===== src/rtl/fallback_map.svh =====
// register offsets, field positions, reset values and command codes of the
// limp-home settings bank; definitions only, included by bare name
`ifndef FALLBACK_MAP_SVH
`define FALLBACK_MAP_SVH

`define CH2_IREF_LOW_ADDR    8'h26
`define CH2_IREF_HIGH_ADDR   8'h27
`define CH1_DIM_LOW_ADDR     8'h28
`define CH1_DIM_HIGH_ADDR    8'h29
`define CH2_DIM_LOW_ADDR     8'h2a
`define CH2_DIM_HIGH_ADDR    8'h2b
`define CH1_ON_TIME_ADDR     8'h2c
`define CH2_ON_TIME_ADDR     8'h2d
`define SOFT_RESET_ADDR      8'h2e

`define BYTE_RESET           8'h00
`define TWO_BIT_RESET        2'h0
`define ON_TIME_RESET        6'h07

`define TWO_BIT_MSB          1
`define ON_TIME_MSB          5

`define CMD_RESET_WDOG_OFF   8'hc3
`define CMD_RESET_WDOG_ON    8'hd4

`endif


===== src/rtl/fallback_pkg.sv =====
// types shared by the limp-home settings bank and its users
// assumes fallback_map.svh for all numeric values
`default_nettype none
package fallback_pkg;

  // one register access, taken in a single ref_clk cycle
  typedef struct packed {
    logic       wr;
    logic       rd;
    logic [7:0] addr;
    logic [7:0] wdata;
  } reg_req_t;

  typedef struct packed {
    logic       valid;
    logic [7:0] data;
  } reg_rsp_t;

  // settings as presented to the analog and timing consumers
  typedef struct packed {
    logic [9:0] ch2_fallback_current_ref;
    logic [9:0] ch1_fallback_dim_width;
    logic [9:0] ch2_fallback_dim_width;
    logic [5:0] ch1_fallback_on_time;
    logic [5:0] ch2_fallback_on_time;
  } fallback_cfg_t;

  // one-cycle pulses to the rest of the device after a soft reset command
  typedef struct packed {
    logic defaults;
    logic to_load;
    logic to_detect;
  } soft_reset_evt_t;

  typedef struct packed {
    logic [1:0]      ch2_iref_low;
    logic [7:0]      ch2_iref_high;
    logic [7:0]      ch1_dim_low;
    logic [1:0]      ch1_dim_high;
    logic [7:0]      ch2_dim_low;
    logic [1:0]      ch2_dim_high;
    logic [5:0]      ch1_on_time;
    logic [5:0]      ch2_on_time;
    logic            wdog_en;
    reg_rsp_t        rsp;
    soft_reset_evt_t evt;
  } bank_state_t;

endpackage

`default_nettype wire


===== src/rtl/fallback_settings_bank.sv =====
// limp-home fallback settings bank with the soft reset command register
// assumes a serial front end that presents decoded byte accesses on req,
// synchronous to ref_clk; the power-cycle flag lives elsewhere and is never
// touched by this bank
//
// Summary of operation
// channel 2 current reference bits 9-2 are a full read/write byte at 0x27 resetting to zero.
// channel 1 dim width is 10 bits, low byte at 0x28 and bits 9-8 in bits 1-0 at 0x29.
// channel 2 dim width is built the same way at 0x2a and 0x2b.
// bits 7-2 of both dim width high bytes read zero and only bits 1-0 take writes.
// channel 1 on-time code is six writable bits 5-0 with bits 7-6 reading zero.
// channel 2 has its own six-bit on-time code with bits 7-6 reading zero.
// both on-time registers reset to 0x07, the 437 kHz setting.
// the dim width bytes sit at 0x28 to 0x2b and all reset to 0x00.
// a write-only soft reset command register sits at 0x2e after the on-time bytes.
// a soft reset leaves the power-cycle flag of the third status byte alone.
// writing 0xc3 restores defaults, turns the watchdog off and, stand-alone, sends the enable machines to load.
// writing 0xd4 restores defaults, turns the watchdog on and, stand-alone, sends the enable machines to detect.
// reading the soft reset command register always returns zero.
// channel 2 current reference bits 1-0 sit in bits 1-0 of 0x26 with bits 7-2 reading zero.
// reserved write bits are dropped and each 10-bit setting is its high bits over its low bits.
`timescale 1ns/1ps
`default_nettype none
`include "fallback_map.svh"

module fallback_settings_bank (
  // clock and reset
  input  wire logic                         ref_clk,
  input  wire logic                         resetn,
  // register access from the serial front end
  input  wire fallback_pkg::reg_req_t       req,
  output var  fallback_pkg::reg_rsp_t       rsp,
  // device mode
  input  wire logic                         standalone_mode,
  // settings and soft reset effects
  output var  fallback_pkg::fallback_cfg_t  cfg,
  output var  logic                         watchdog_enable,
  output var  fallback_pkg::soft_reset_evt_t soft_reset_evt
);

  logic rst_meta;
  logic rst_n;

  always_ff @(posedge ref_clk or negedge resetn) begin
    if (!resetn) begin
      rst_meta <= 1'b0;
      rst_n    <= 1'b0;
    end else begin
      rst_meta <= 1'b1;
      rst_n    <= rst_meta;
    end
  end

  fallback_pkg::bank_state_t state;
  fallback_pkg::bank_state_t next_state;

  function automatic logic [7:0] read_byte(input fallback_pkg::bank_state_t s,
                                           input logic [7:0] a);
    logic [7:0] d;
    d = 8'h00;
    unique case (a)
      `CH2_IREF_LOW_ADDR:  d = {6'h00, s.ch2_iref_low};
      `CH2_IREF_HIGH_ADDR: d = s.ch2_iref_high;
      `CH1_DIM_LOW_ADDR:   d = s.ch1_dim_low;
      `CH1_DIM_HIGH_ADDR:  d = {6'h00, s.ch1_dim_high};
      `CH2_DIM_LOW_ADDR:   d = s.ch2_dim_low;
      `CH2_DIM_HIGH_ADDR:  d = {6'h00, s.ch2_dim_high};
      `CH1_ON_TIME_ADDR:   d = {2'h0, s.ch1_on_time};
      `CH2_ON_TIME_ADDR:   d = {2'h0, s.ch2_on_time};
      // write-only command byte and unmapped bytes both read zero
      default:             d = 8'h00;
    endcase
    return d;
  endfunction

  function automatic fallback_pkg::bank_state_t restore_defaults(
      input fallback_pkg::bank_state_t s);
    fallback_pkg::bank_state_t r;
    r = s;
    r.ch2_iref_low  = `TWO_BIT_RESET;
    r.ch2_iref_high = `BYTE_RESET;
    r.ch1_dim_low   = `BYTE_RESET;
    r.ch1_dim_high  = `TWO_BIT_RESET;
    r.ch2_dim_low   = `BYTE_RESET;
    r.ch2_dim_high  = `TWO_BIT_RESET;
    r.ch1_on_time   = `ON_TIME_RESET;
    r.ch2_on_time   = `ON_TIME_RESET;
    return r;
  endfunction

  logic cmd_off;
  logic cmd_on;

  always_comb begin
    cmd_off = req.wr && req.addr == `SOFT_RESET_ADDR && req.wdata == `CMD_RESET_WDOG_OFF;
    cmd_on  = req.wr && req.addr == `SOFT_RESET_ADDR && req.wdata == `CMD_RESET_WDOG_ON;
    next_state = state;
    next_state.evt = '0;
    // read sees the bank as it stood before any write of the same cycle
    next_state.rsp.valid = req.rd;
    next_state.rsp.data  = req.rd ? read_byte(state, req.addr) : state.rsp.data;
    if (req.wr) begin
      unique case (req.addr)
        `CH2_IREF_LOW_ADDR:  next_state.ch2_iref_low  = req.wdata[`TWO_BIT_MSB:0];
        `CH2_IREF_HIGH_ADDR: next_state.ch2_iref_high = req.wdata;
        `CH1_DIM_LOW_ADDR:   next_state.ch1_dim_low   = req.wdata;
        `CH1_DIM_HIGH_ADDR:  next_state.ch1_dim_high  = req.wdata[`TWO_BIT_MSB:0];
        `CH2_DIM_LOW_ADDR:   next_state.ch2_dim_low   = req.wdata;
        `CH2_DIM_HIGH_ADDR:  next_state.ch2_dim_high  = req.wdata[`TWO_BIT_MSB:0];
        `CH1_ON_TIME_ADDR:   next_state.ch1_on_time   = req.wdata[`ON_TIME_MSB:0];
        `CH2_ON_TIME_ADDR:   next_state.ch2_on_time   = req.wdata[`ON_TIME_MSB:0];
        default: ;
      endcase
    end
    // other command values are accepted and do nothing
    if (cmd_off || cmd_on) begin
      next_state = restore_defaults(next_state);
      next_state.evt.defaults  = 1'b1;
      next_state.wdog_en       = cmd_on;
      next_state.evt.to_load   = cmd_off && standalone_mode;
      // clearing the watchdog timeout bits beforehand is the host's duty
      next_state.evt.to_detect = cmd_on && standalone_mode;
    end
  end

  always_ff @(posedge ref_clk or negedge rst_n) begin
    if (!rst_n) begin
      // constants only, so the async branch never depends on live state
      state <= '{ch2_iref_low:  `TWO_BIT_RESET,
                 ch2_iref_high: `BYTE_RESET,
                 ch1_dim_low:   `BYTE_RESET,
                 ch1_dim_high:  `TWO_BIT_RESET,
                 ch2_dim_low:   `BYTE_RESET,
                 ch2_dim_high:  `TWO_BIT_RESET,
                 ch1_on_time:   `ON_TIME_RESET,
                 ch2_on_time:   `ON_TIME_RESET,
                 wdog_en:       1'b0,
                 rsp:           '0,
                 evt:           '0};
    end else begin
      state <= next_state;
    end
  end

  always_comb begin
    rsp = state.rsp;
    cfg.ch2_fallback_current_ref = {state.ch2_iref_high, state.ch2_iref_low};
    cfg.ch1_fallback_dim_width   = {state.ch1_dim_high, state.ch1_dim_low};
    cfg.ch2_fallback_dim_width   = {state.ch2_dim_high, state.ch2_dim_low};
    cfg.ch1_fallback_on_time     = state.ch1_on_time;
    cfg.ch2_fallback_on_time     = state.ch2_on_time;
    watchdog_enable = state.wdog_en;
    // only the defaults, to_load and to_detect pulses leave here; the power-cycle flag has no input
    soft_reset_evt  = state.evt;
  end
endmodule // fallback_settings_bank

`default_nettype wire


===== config.mk =====
export PLATFORM = sky130hd
export DESIGN_NAME = fallback_settings_bank
export DESIGN_NICKNAME = d
export VERILOG_FILES = /design/src/rtl/fallback_pkg.sv /design/src/rtl/fallback_settings_bank.sv
export VERILOG_INCLUDE_DIRS = /design/src /design/src/rtl
export SDC_FILE = /design/constraint.sdc
export NUM_CORES = 1
export LEC_CHECK = 0
export ABC_AREA = 1
export BUFFER_PORTS_ARGS = -buffer_cell sky130_fd_sc_hd__buf_4
export CAP_MARGIN = 15
export CORE_UTILIZATION = 35
export DETAILED_ROUTE_END_ITERATION = 7
export GPL_TIMING_DRIVEN = 0
export HOLD_SLACK_MARGIN = 0.03
export SLEW_MARGIN = 15
export SYNTH_ARGS = -nofsm -noshare
export SYNTH_HDL_FRONTEND = slang
export SYNTH_SLANG_ARGS = --single-unit

===== constraint.sdc =====
create_clock -name ref_clk -period 4.04 [get_ports ref_clk]
set_input_delay 0.202 -clock ref_clk [delete_from_list [all_inputs] [get_ports ref_clk]]
set_output_delay 0.202 -clock ref_clk [all_outputs]
set_load 0.005 [all_outputs]

==> key figures, run 1 <==
Status
  – Status: completed

Timing
  – Slew @ Worst Pin: 0.711 ns
  – Post-route setup slack: 2.78 ns
  – Fin. max-slew vios: 0
  – Setup TNS Final: 0 ns
  – Hold WS: 0.0894 ns
  – Endpoints failing hold: 0
  – Rel. slew slack: a little over half
  – Crit share post-route: 31.2%
  – RSZ-0062 raised after global routing: false
  – Final setup fails: 0
  – Fmax achieved: 794 MHz
  – Post-layout min period: 1.26 ns
  – Clk_skew: 0.00699 ns

Floorplan
  – Die Width: just under 100 µm
  – Initial Utilization: around 36%
  – Die height: between 90 and 100 µm
  – Die area: about 0.0093 mm²
  – Rows: 34
  – Core Region: 0.00868 mm²
  – Ports: 76

Worst setup path
  – Crit path DAT: 1.50 ns
  – Crit-path slowest cell: dlygate4sd3_1
  – Worst r2r src: cfg[6]
  – Worst endpoint required time: 4.28 ns
  – Worst reg2reg path depth: 6
  – Critical path class: in2reg
  – Flop-to-flop setup slack: between 2 and 3 ns
  – Cell Chain, Critical Path: dlygate4sd3_1, buf_4, clkbuf_1, inv_1, nand2_1, nand2_1
  – Most frequent CP cell: nand2_1
  – Startpoint types: input pin
  – Biggest cell delay along the critical path: about 0.52 ns
  – Worst path bufs/invs: 4
  – Crit. End Element: register
  – Worst r2r dst: rsp[0]
  – Worst setup path startpoint: req[16]
  – Top delay family on crit path: buffers and inverters
  – CP max FO: 9

Logic synthesis
  – Register bit total from synthesis: 57
  – Register area share after synthesis: 46.0%
  – Syn Nets: 429
  – Ranking of synthesized cells by area: dfrtp_1 (41%), nand2_1 (19%), nand3_1 (9.2%), nand4_1 (5.6%), dfstp_2 (5.1%)
  – Top-area cell type share of the netlist area: 40.9%
  – Synth Flop Type: dfrtp_1
  – Synth Area per Inst: between 7 and 8 µm²
  – Syn Inst Count: 408
  – Ys Warns: 0
  – Ys async rst share: 100%
  – Netlist cell types: 23
  – Post-synth EDFFs: 0
  – Post-Syn Area: between 0.003 and 0.004 mm²
  – Synth area leader: dfrtp_1

Detailed routing
  – 1st-pass router iterations: 4
  – Final WL: 9230 µm
  – Via count: between 3k and 4k
  – Via density: 5.02
  – WL per Instance: 15.2 µm
  – ANT nets after route: 0
  – Residual DRC count: 0
  – DR iter-0 viols: about 200

Placed design
  – GP Congestion: 0.923
  – Placed cell areas: 0.00379 mm²
  – DP Cell Count: 587
  – Placed wire-length estimate: 6740 µm
  – Port buffer count: 71
  – Pre-CTS setup slack: ~2.5 ns

Pwr
  – Net Sw Power: 347 µW
  – Register share of total power: 45.9%
  – Pint: 1010 µW
  – P per Cell Area: 338 mW/mm²
  – Worst-case vdd ir drop: 0.132 mV
  – Switching Share: around 26%
  – Clk pwr share: 45.1%
  – Leakage: roughly 0.0024 µW
  – Comb pwr share: 9.0%

Cells and area
  – FILL cells: 901
  – Finished Layout Cells: 605
  – Area Growth Syn to Fin: 29.3%
  – Register area: 0.00144 mm²
  – Final instance area: just over 0.004 mm²
  – Nets: 513
  – Area of the multi-input gates: ~0.0014 mm²
  – Share of layout cells above drive strength 1: a little over a quarter
  – N_diodes: 0

Run
  – Max Cap Violations: 0

CTS
  – Worst-path clk slew: 0.07 ns
  – CTS sink cnt: 57
  – Post-CTS Resized: 0
  – Root buf cell: clkbuf_8
  – Clk_lat worst skew: 0.35 ns
  – Clk buf depth: 2
  – CTS Buf Count: 9
  – H-tree levels: 3
  – TritonCTS clock tree: built

Global routing
  – Global-route wire length before repair: 14800 µm
  – Antenna violations before repair: 0
  – Largest net degree at the start of global routing: 56
  – Global route total overflow: 0
  – Total track usage: 21.7%
  – Vias in the first global route: 2937

Min path
  – Hold path depth: 3
  – HP Class: in2reg
  – Hold Path Origin: standalone_mode
  – Min-Delay Endpoint: soft_reset_evt[1]
## kinds of logic after synthesis
family	share of synthesized area [%]
simple gates	45.0
flops	46.0
buf+inv	8.19
compound gates	0.682
other cells	0.120
## worst reg2reg max path, cell delays in order, from the launching register on
cell and delay, ns:
dfstp_2 0.55, nand3_1 0.08, nand2_1 0.14, nor2_1 0.06, nand2_1 0.10, nand2_1 0.06
nand2_1 0.06
## cells in the mapped netlist, types with 3 or more instances
cell / instances
nor2_1: 29
dfstp_2: 6
inv_1: 29
nand2_2: 6
nand3_1: 57
nand2_1: 160
nand4_1: 28
nor2_4: 4
buf_2: 9
dfrtp_1: 51
nand2_4: 4
nand3_4: 3
buf_4: 3
buf_6: 5
## power by group through the flow
stage / Sequential, µW / Clock, µW / Combinational, µW
3_5_place_dp: 636 / 0 / 120
4_1_cts: 626 / 615 / 122
5_1_grt: 629 / 643 / 136
3_3_place_gp: 635 / 0 / 117
2_1_floorplan: 629 / 0 / 53.1
6_report: 624 / 613 / 122
## cell usage in the layout (no fill, tap or decap)
| cell type | n |
|---|---|
| buf_2 | 9 |
| conb_1 | 1 |
| buf_4 | 74 |
| nand3_4 | 3 |
| inv_2 | 2 |
| bufinv_16 | 2 |
| clkinv_4 | 1 |
| o21ai_4 | 1 |
| nor2_1 | 29 |
| inv_1 | 29 |
| clkinv_2 | 2 |
| nor2_4 | 4 |
| dfrtp_4 | 1 |
| nand4_1 | 28 |
| nand3_1 | 57 |
| o21ai_0 | 1 |
| dfstp_2 | 6 |
| dfrtp_1 | 50 |
| clkinv_1 | 2 |
| clkbuf_1 | 3 |
| nand2_4 | 4 |
| nand2_2 | 6 |
| dlygate4sd3_1 | 2 |
| nand3_2 | 2 |
| clkbuf_8 | 10 |
| buf_6 | 5 |
| nand2_1 | 160 |
| nor2_8 | 1 |
| nor2_2 | 2 |
## per-layer routing
metal | up-vias | GRT usage, % | wire length, µm
li1 | 1476 | - | -
met2 | 95 | 33.9 | 4350
met5 | - | 0 | 0
met4 | 0 | 9.80 | 193
met3 | 15 | 4.42 | 600
met1 | 1452 | 28.8 | 4090
## per-stage QoR
step,utilization (%),power [µW]
after detailed placement,43.7,757
final,46.4,1360
after CTS,46.4,1360
after global placement,43.6,753
after floorplan,-,682
after global routing,46.4,1410
## worst max path at each step
stage	to	slack [ns]	cells after the start
finish	rsp[6]	2.78	6
global route	rsp[4]	2.64	6
CTS	rsp[6]	2.75	6
detailed placement	cfg[5]	2.52	9
global placement	cfg[11]	1.67	0
floorplan	cfg[10]	2.35	0
## flip-flops by register name, summed over array words and instances, names as in the netlist
register,cells
cfg,42
watchdog_enable,1
rst_meta,1
rsp,9
soft_reset_evt,3
rst_n,1
## what timing repair did
| action | 4_1_cts | 5_1_grt |
|---|---|---|
| endpoints found under the hold margin | 3 | 0 |
| hold buffers | 2 | 0 |
| buffers inserted | 0 | 0 |
## area by class of cell
cell class              instances  area share [%]
well taps                     108            3.35
inverters                      33            3.07
multi-input cells             299            35.4
flip-flops and latches         57            35.7
clock buffers                  11            3.51
plain buffers                  19            3.26
clock inverters                 5            1.96
repair buffers                 73            13.7
No activity file was read; power rests on OpenSTA's default activity.
==> run 2, diff against run 1 <==
==> constraint.sdc (replaced) <==
create_clock -name ref_clk -period 1.1 [get_ports ref_clk]
set_input_delay 0.055 -clock ref_clk [delete_from_list [all_inputs] [get_ports ref_clk]]
set_output_delay 0.055 -clock ref_clk [all_outputs]
set_load 0.005 [all_outputs]
==> key figures, run 2 (synthesis gave the netlist of run 1 again) <==
CTS
  – CTS sink cnt: 57 (unchanged)
  – CTS Buf Count: 9 (unchanged)
  – Clk_lat worst skew: 0.34 ns (about the same)
  – TritonCTS clock tree: built
  – Root buf cell: clkbuf_8
  – Worst-path clk slew: 0.07 ns (about the same)
  – H-tree levels: 3 (unchanged)
  – Clk buf depth: 2 (unchanged)
  – Post-CTS Setup Inserts: 0 (unchanged)

Placed design
  – Placed cell areas: 0.00379 mm² (unchanged)
  – GP Congestion: 0.919 (-0.36%)
  – Port buffer count: 71 (unchanged)
  – Pre-CTS setup slack: -0.292 ns (-2.81 ns)
  – Placed wire-length estimate: 6620 µm (-1.8%)
  – DP Cell Count: 587 (unchanged)

Run
  – Max Cap Violations: 0 (unchanged)

Worst setup path
  – Crit-path slowest cell: dfstp_2
  – Cell Chain, Critical Path: buf_4
  – Flop-to-flop setup slack: 0.04 ns (-2.89 ns)
  – Critical path class: reg2out
  – Worst reg2reg path depth: 6 (unchanged)
  – Worst r2r src: cfg[6]
  – Crit path DAT: 1.02 ns (-0.48 ns)
  – Worst r2r dst: rsp[0]
  – Worst endpoint required time: 1.04 ns (-3.24 ns)
  – Biggest cell delay along the critical path: 0.56 ns (+0.04 ns)
  – Startpoint types: register
  – Crit. End Element: output port
  – Worst path bufs/invs: 1 (-3)
  – CP max FO: 3 (-6)
  – Top delay family on crit path: flip-flops

Cells and area
  – Final instance area: 0.00415 mm² (+3.0%)
  – Share of layout cells above drive strength 1: 28.2% (+1.0 points)
  – Most frequent cells in the layout: nand2_1 (157), buf_4 (75), nand3_1 (56)
  – Leading cell type in the layout, fill and taps excluded: nand2_1
  – Area Growth Syn to Fin: 33.1%
  – Largest register FFs: 42 (unchanged)
  – N_diodes: 0 (unchanged)
  – Finished Layout Cells: 615 (+1.7%)
  – FILL cells: 912 (+1.2%)
  – Nets: 523 (+1.9%)

Timing
  – Fin. max-slew vios: 0 (unchanged)
  – Rel. slew slack: 52.3% (-0.34 points)
  – Post-route setup slack: 0.0281 ns (-2.75 ns)
  – Hold WS: 0.0396 ns (-0.0498 ns)
  – Final setup fails: 0 (unchanged)
  – Endpoints failing hold: 0 (unchanged)
  – Fmax achieved: 933 MHz
  – Post-layout min period: between 1 and 1.5 ns
  – Clk_skew: 0.00501 ns (-0.00198 ns)
  – Crit share post-route: slightly below 100%
  – Slew @ Worst Pin: 0.716 ns (+0.00505 ns)
  – RSZ-0062 raised after global routing: true

Status
  – Status: completed

Global routing
  – Largest net degree at the start of global routing: 56 (unchanged)
  – Total track usage: 21.9% (+0.21 points)
  – Vias in the first global route: 2938 (+0.034%)
  – Global route total overflow: 0 (unchanged)
  – Global-route wire length before repair: 14800 µm (about the same)
  – Met2 GRT Util: 33.9% (-0.059 points)
  – Antenna violations before repair: 0 (unchanged)
  – Global routing met1 resource utilization: 30.4% (+1.6 points)
  – Met3 Track Usage GR: 3.16% (-1.3 points)
  – GR peak layer: met2

Min path
  – HP Class: in2reg
  – Hold Path Origin: req[2]
  – Min-Delay Endpoint: cfg[36]
  – Hold path depth: 3 (unchanged)

Detailed routing
  – Via density: 5.04 (+0.41%)
  – 1st-pass router iterations: 4 (unchanged)
  – WL per Instance: 15.2 µm (-0.24%)
  – Final WL: 9360 µm (+1.4%)
  – Via count: 3101 (+2.1%)
  – ANT nets after route: 0 (unchanged)
  – DR iter-0 viols: 207 (+4.0%)
  – Residual DRC count: 0 (unchanged)

Floorplan
  – Die area: 0.00929 mm² (unchanged)
  – Die Width: 96.4 µm (unchanged)
  – Rows: 34 (unchanged)
  – Die height: 96.4 µm (unchanged)
  – Initial Utilization: 35.9% (unchanged)
  – Core Region: 0.00868 mm² (unchanged)
  – Ports: 76 (unchanged)

Pwr
  – Leakage: 0.00242 µW (+1.9%)
  – P per Cell Area: 1160 mW/mm² (+240%)
  – Total Power: 4820 µW (+250%)
  – Worst-case vdd ir drop: 0.620 mV (+370%)
-- run 2: changes by cell type in the layout (fill, tap and decap cells not counted), moves of 2 or more --
cell,delta
buf_2,-2
dlygate4sd3_1,+10
nand2_1,-3
nand2_2,+2
nor2_1,-3
nor2_2,+2
-- run 2: layer usage --
metal / vias to the layer above / part of all wire [%]
met5: - / 0
met4: 0 / 1.9
met3: 17 / 6.0
met2: 124 / 47
met1: 1462 / 45
li1: 1498 / -
-- run 2: cell type report --
type                       count  area (µm²)  share of cell area [%]
buffer                        19         136                    3.29
clock buffer                  11         151                    3.65
clock inverter                 5        53.8                    1.30
inverter                      33         124                    2.99
multi-input combinational    299        1460                    35.1
sequential                    57        1440                    34.7
tap                          108         135                    3.26
timing repair buffer          83         653                    15.7
-- run 2: per-stage QoR --
stage               util, %  TNS (ns)
CTS                    47.4         0
finish                 47.8         0
detailed placement     43.7    -10.99
global placement       43.6    -22.08
global route           47.8    -0.157
floorplan                 -         0
-- run 2: worst max path at each step --
stage,start,end,slack [ns],depth (start not counted)
final,cfg[7],cfg[7],0.03,1
after global routing,cfg[6],rsp[0],-0.03,6
after CTS,cfg[6],rsp[0],0.005,6
after detailed placement,req[9],cfg[3],-0.29,9
after global placement,req[9],cfg[5],-0.26,9
after floorplan,req[4],cfg[38],0.005,10
-- run 2: repair_timing --
item                                   4_1_cts  5_1_grt
hold buffers                                12        0
setup endpoints to repair                    0       20
endpoints found under the hold margin       19        0
gates resized for setup                      0       12
-- run 2: where the power goes --
group          switching (µW)  leakage (µW)  internal, µW
registers                 109      0.000760          2190
clock network             882      0.000109          1160
logic                     259       0.00155           226
total                    1250       0.00242          3570
==> run 3, diff against run 2 <==
--- a/config.mk
+++ b/config.mk
@@ -9,6 +9,7 @@
 export ABC_AREA = 1
 export BUFFER_PORTS_ARGS = -buffer_cell sky130_fd_sc_hd__buf_4
 export CAP_MARGIN = 15
+export CORE_MARGIN = 3
 export CORE_UTILIZATION = 35
 export DETAILED_ROUTE_END_ITERATION = 7
 export GPL_TIMING_DRIVEN = 0
==> constraint.sdc (replaced) <==
create_clock -name ref_clk -period 1 [get_ports ref_clk]
set_input_delay 0.05 -clock ref_clk [delete_from_list [all_inputs] [get_ports ref_clk]]
set_output_delay 0.05 -clock ref_clk [all_outputs]
set_load 0.005 [all_outputs]
==> key figures, run 3 (synthesis gave the netlist of run 1 again) <==
Cells and area
  – Register area: 0.00144 mm² (unchanged)
  – N_diodes: 0 (unchanged)
  – FILL cells: 830 (-9.0%)
  – Largest register FFs: 42 (unchanged)
  – Leading cell type in the layout, fill and taps excluded: nand2_1
  – Share of layout cells above drive strength 1: 33.1% (+4.9 points)
  – Nets: 535 (+2.3%)
  – Most frequent cells in the layout: nand2_1 (153), buf_4 (75), dfrtp_1 (50)
  – Area of the multi-input gates: 0.00155 mm² (+6.1%)
  – Final core occ: 52.4% (+4.6 points)
  – Area Growth Syn to Fin: 41.5%

Worst setup path
  – Biggest cell delay along the critical path: 0.56 ns (about the same)
  – Startpoint types: register
  – CP max FO: 3 (unchanged)
  – Worst path bufs/invs: 1 (unchanged)
  – Cell Chain, Critical Path: buf_4
  – Crit path DAT: 1.01 ns (about the same)
  – Critical path class: reg2out
  – Crit-path slowest cell: dfstp_2
  – Worst endpoint required time: 0.95 ns (-0.09 ns)
  – Top delay family on crit path: flip-flops
  – Crit. End Element: output port

Floorplan
  – Rows: 33 (-2.9%)
  – Initial Utilization: 37.0% (+1.1 points)
  – Die Width: 100 µm (+4.2%)
  – Die height: 100 µm (+4.2%)
  – Die area: 0.0101 mm² (+8.5%)
  – Ports: 76 (unchanged)
  – Core Region: 0.00842 mm² (-2.9%)

Global routing
  – Total track usage: 20.0% (-1.9 points)
  – Global-route wire length before repair: 15600 µm (+5.0%)
  – GR peak layer: met2
  – Met2 GRT Util: 32.8% (-1.1 points)
  – Met3 Track Usage GR: 4.10% (+0.94 points)
  – Vias in the first global route: 3093 (+5.3%)
  – Global route total overflow: 0 (unchanged)
  – Global routing met1 resource utilization: 25.6% (-4.8 points)
  – Largest net degree at the start of global routing: 56 (unchanged)
  – Antenna violations before repair: 0 (unchanged)

CTS
  – Clk_lat worst skew: 0.34 ns (about the same)
  – CTS Buf Count: 9 (unchanged)
  – TritonCTS clock tree: built
  – Clk buf depth: 2 (unchanged)
  – H-tree levels: 3 (unchanged)
  – CTS sink cnt: 57 (unchanged)
  – Root buf cell: clkbuf_8
  – Worst-path clk slew: 0.07 ns (about the same)

Pwr
  – Leakage: 0.00251 µW (+3.9%)
  – Worst-case vdd ir drop: 0.654 mV (+5.6%)
  – P per Cell Area: 1220 mW/mm² (+5.0%)

Detailed routing
  – WL per Instance: 15.8 µm (+4.0%)
  – ANT nets after route: 0 (unchanged)
  – Final WL: 9880 µm (+5.6%)
  – DR iter-0 viols: 204 (-1.4%)
  – Via density: 5.11 (+1.3%)
  – Residual DRC count: 0 (unchanged)
  – 1st-pass router iterations: 4 (unchanged)
  – Via count: 3188 (+2.8%)

Timing
  – Clk_skew: 0.00890 ns (+0.00390 ns)
  – Post-route setup slack: -0.0604 ns (-0.0885 ns)
  – Setup TNS Final: -0.451 ns (-0.451 ns)
  – Final setup fails: 9 (+9)
  – Post-layout min period: roughly 1.1 ns
  – Crit share post-route: 106%
  – Endpoints failing hold: 0 (unchanged)
  – Hold WS: 0.0924 ns (+0.0528 ns)
  – RSZ-0062 raised after global routing: true
  – Fin. max-slew vios: 0 (unchanged)
  – Fmax achieved: 943 MHz

Status
  – Status: complete, but fails checks
  – Failing checks: setup timing

Run
  – Max Cap Violations: 0 (unchanged)

Placed design
  – Placed wire-length estimate: 6900 µm (+4.2%)
  – Pre-CTS setup slack: -0.415 ns (-0.123 ns)
  – Port buffer count: 71 (unchanged)
  – GP Congestion: 0.887 (-3.5%)

Min path
  – HP Class: in2reg
==> run 3: per-layer routing <==
layer | wire length [µm] | share of wire, %
met5 | 0 | 0
met4 | 252 | 2.6
met3 | 610 | 6.2
met2 | 4760 | 48
met1 | 4250 | 43
==> run 3: tightest hold or removal path, cell delays in order <==
cell	delay, ns
buf_6	0.11
inv_1	0.05
nand3_1	0.09
nand3_1	0.09
nand2_1	0.05
==> run 3: worst paths after layout <==
check                            start  endpoint  slack [ns]  cells after the start
worst max-delay path            cfg[6]    cfg[6]       -0.06                      1
worst min-delay path            req[1]    cfg[7]        0.09                      5
worst max register to register  cfg[0]    rsp[0]       -0.06                      6
worst min register to register   rst_n   cfg[12]        0.27                      0
max in group asynchronous        rst_n    cfg[6]        0.16                      1
min in group asynchronous        rst_n   cfg[12]        0.27                      0
==> run 3: timing repair <==
item	CTS	global route
resized for setup	15	33
hold buffers	12	0
hold endpoints to repair	41	0
setup buffers	0	12
endpoints found under the setup margin	12	69
pin swaps	9	17
==> run 3: cell type report <==
class | count | share of cell area (%)
Multi-Input combinational cell | 299 | 35.1
Clock inverter | 6 | 1.50
Tap cell | 105 | 2.98
Sequential cell | 57 | 32.6
Clock buffer | 10 | 3.12
Timing Repair Buffer | 95 | 17.9
Buffer | 19 | 4.00
Inverter | 33 | 2.81
==> run 3: stage by stage <==
stage	instance area (µm²)	total power, µW	cells
after global placement	3800	3050	584
after global routing	4410	5580	624
after floorplan	3140	2760	408
final	4410	5380	624
after CTS	4180	5350	612
after detailed placement	3810	3060	584
==> run 3: where the power goes <==
| part | switching, µW | internal, µW |
|---|---|---|
| Combinational | 323 | 286 |
| Clock | 1040 | 1220 |
| Sequential | 108 | 2400 |
| Total | 1470 | 3910 |
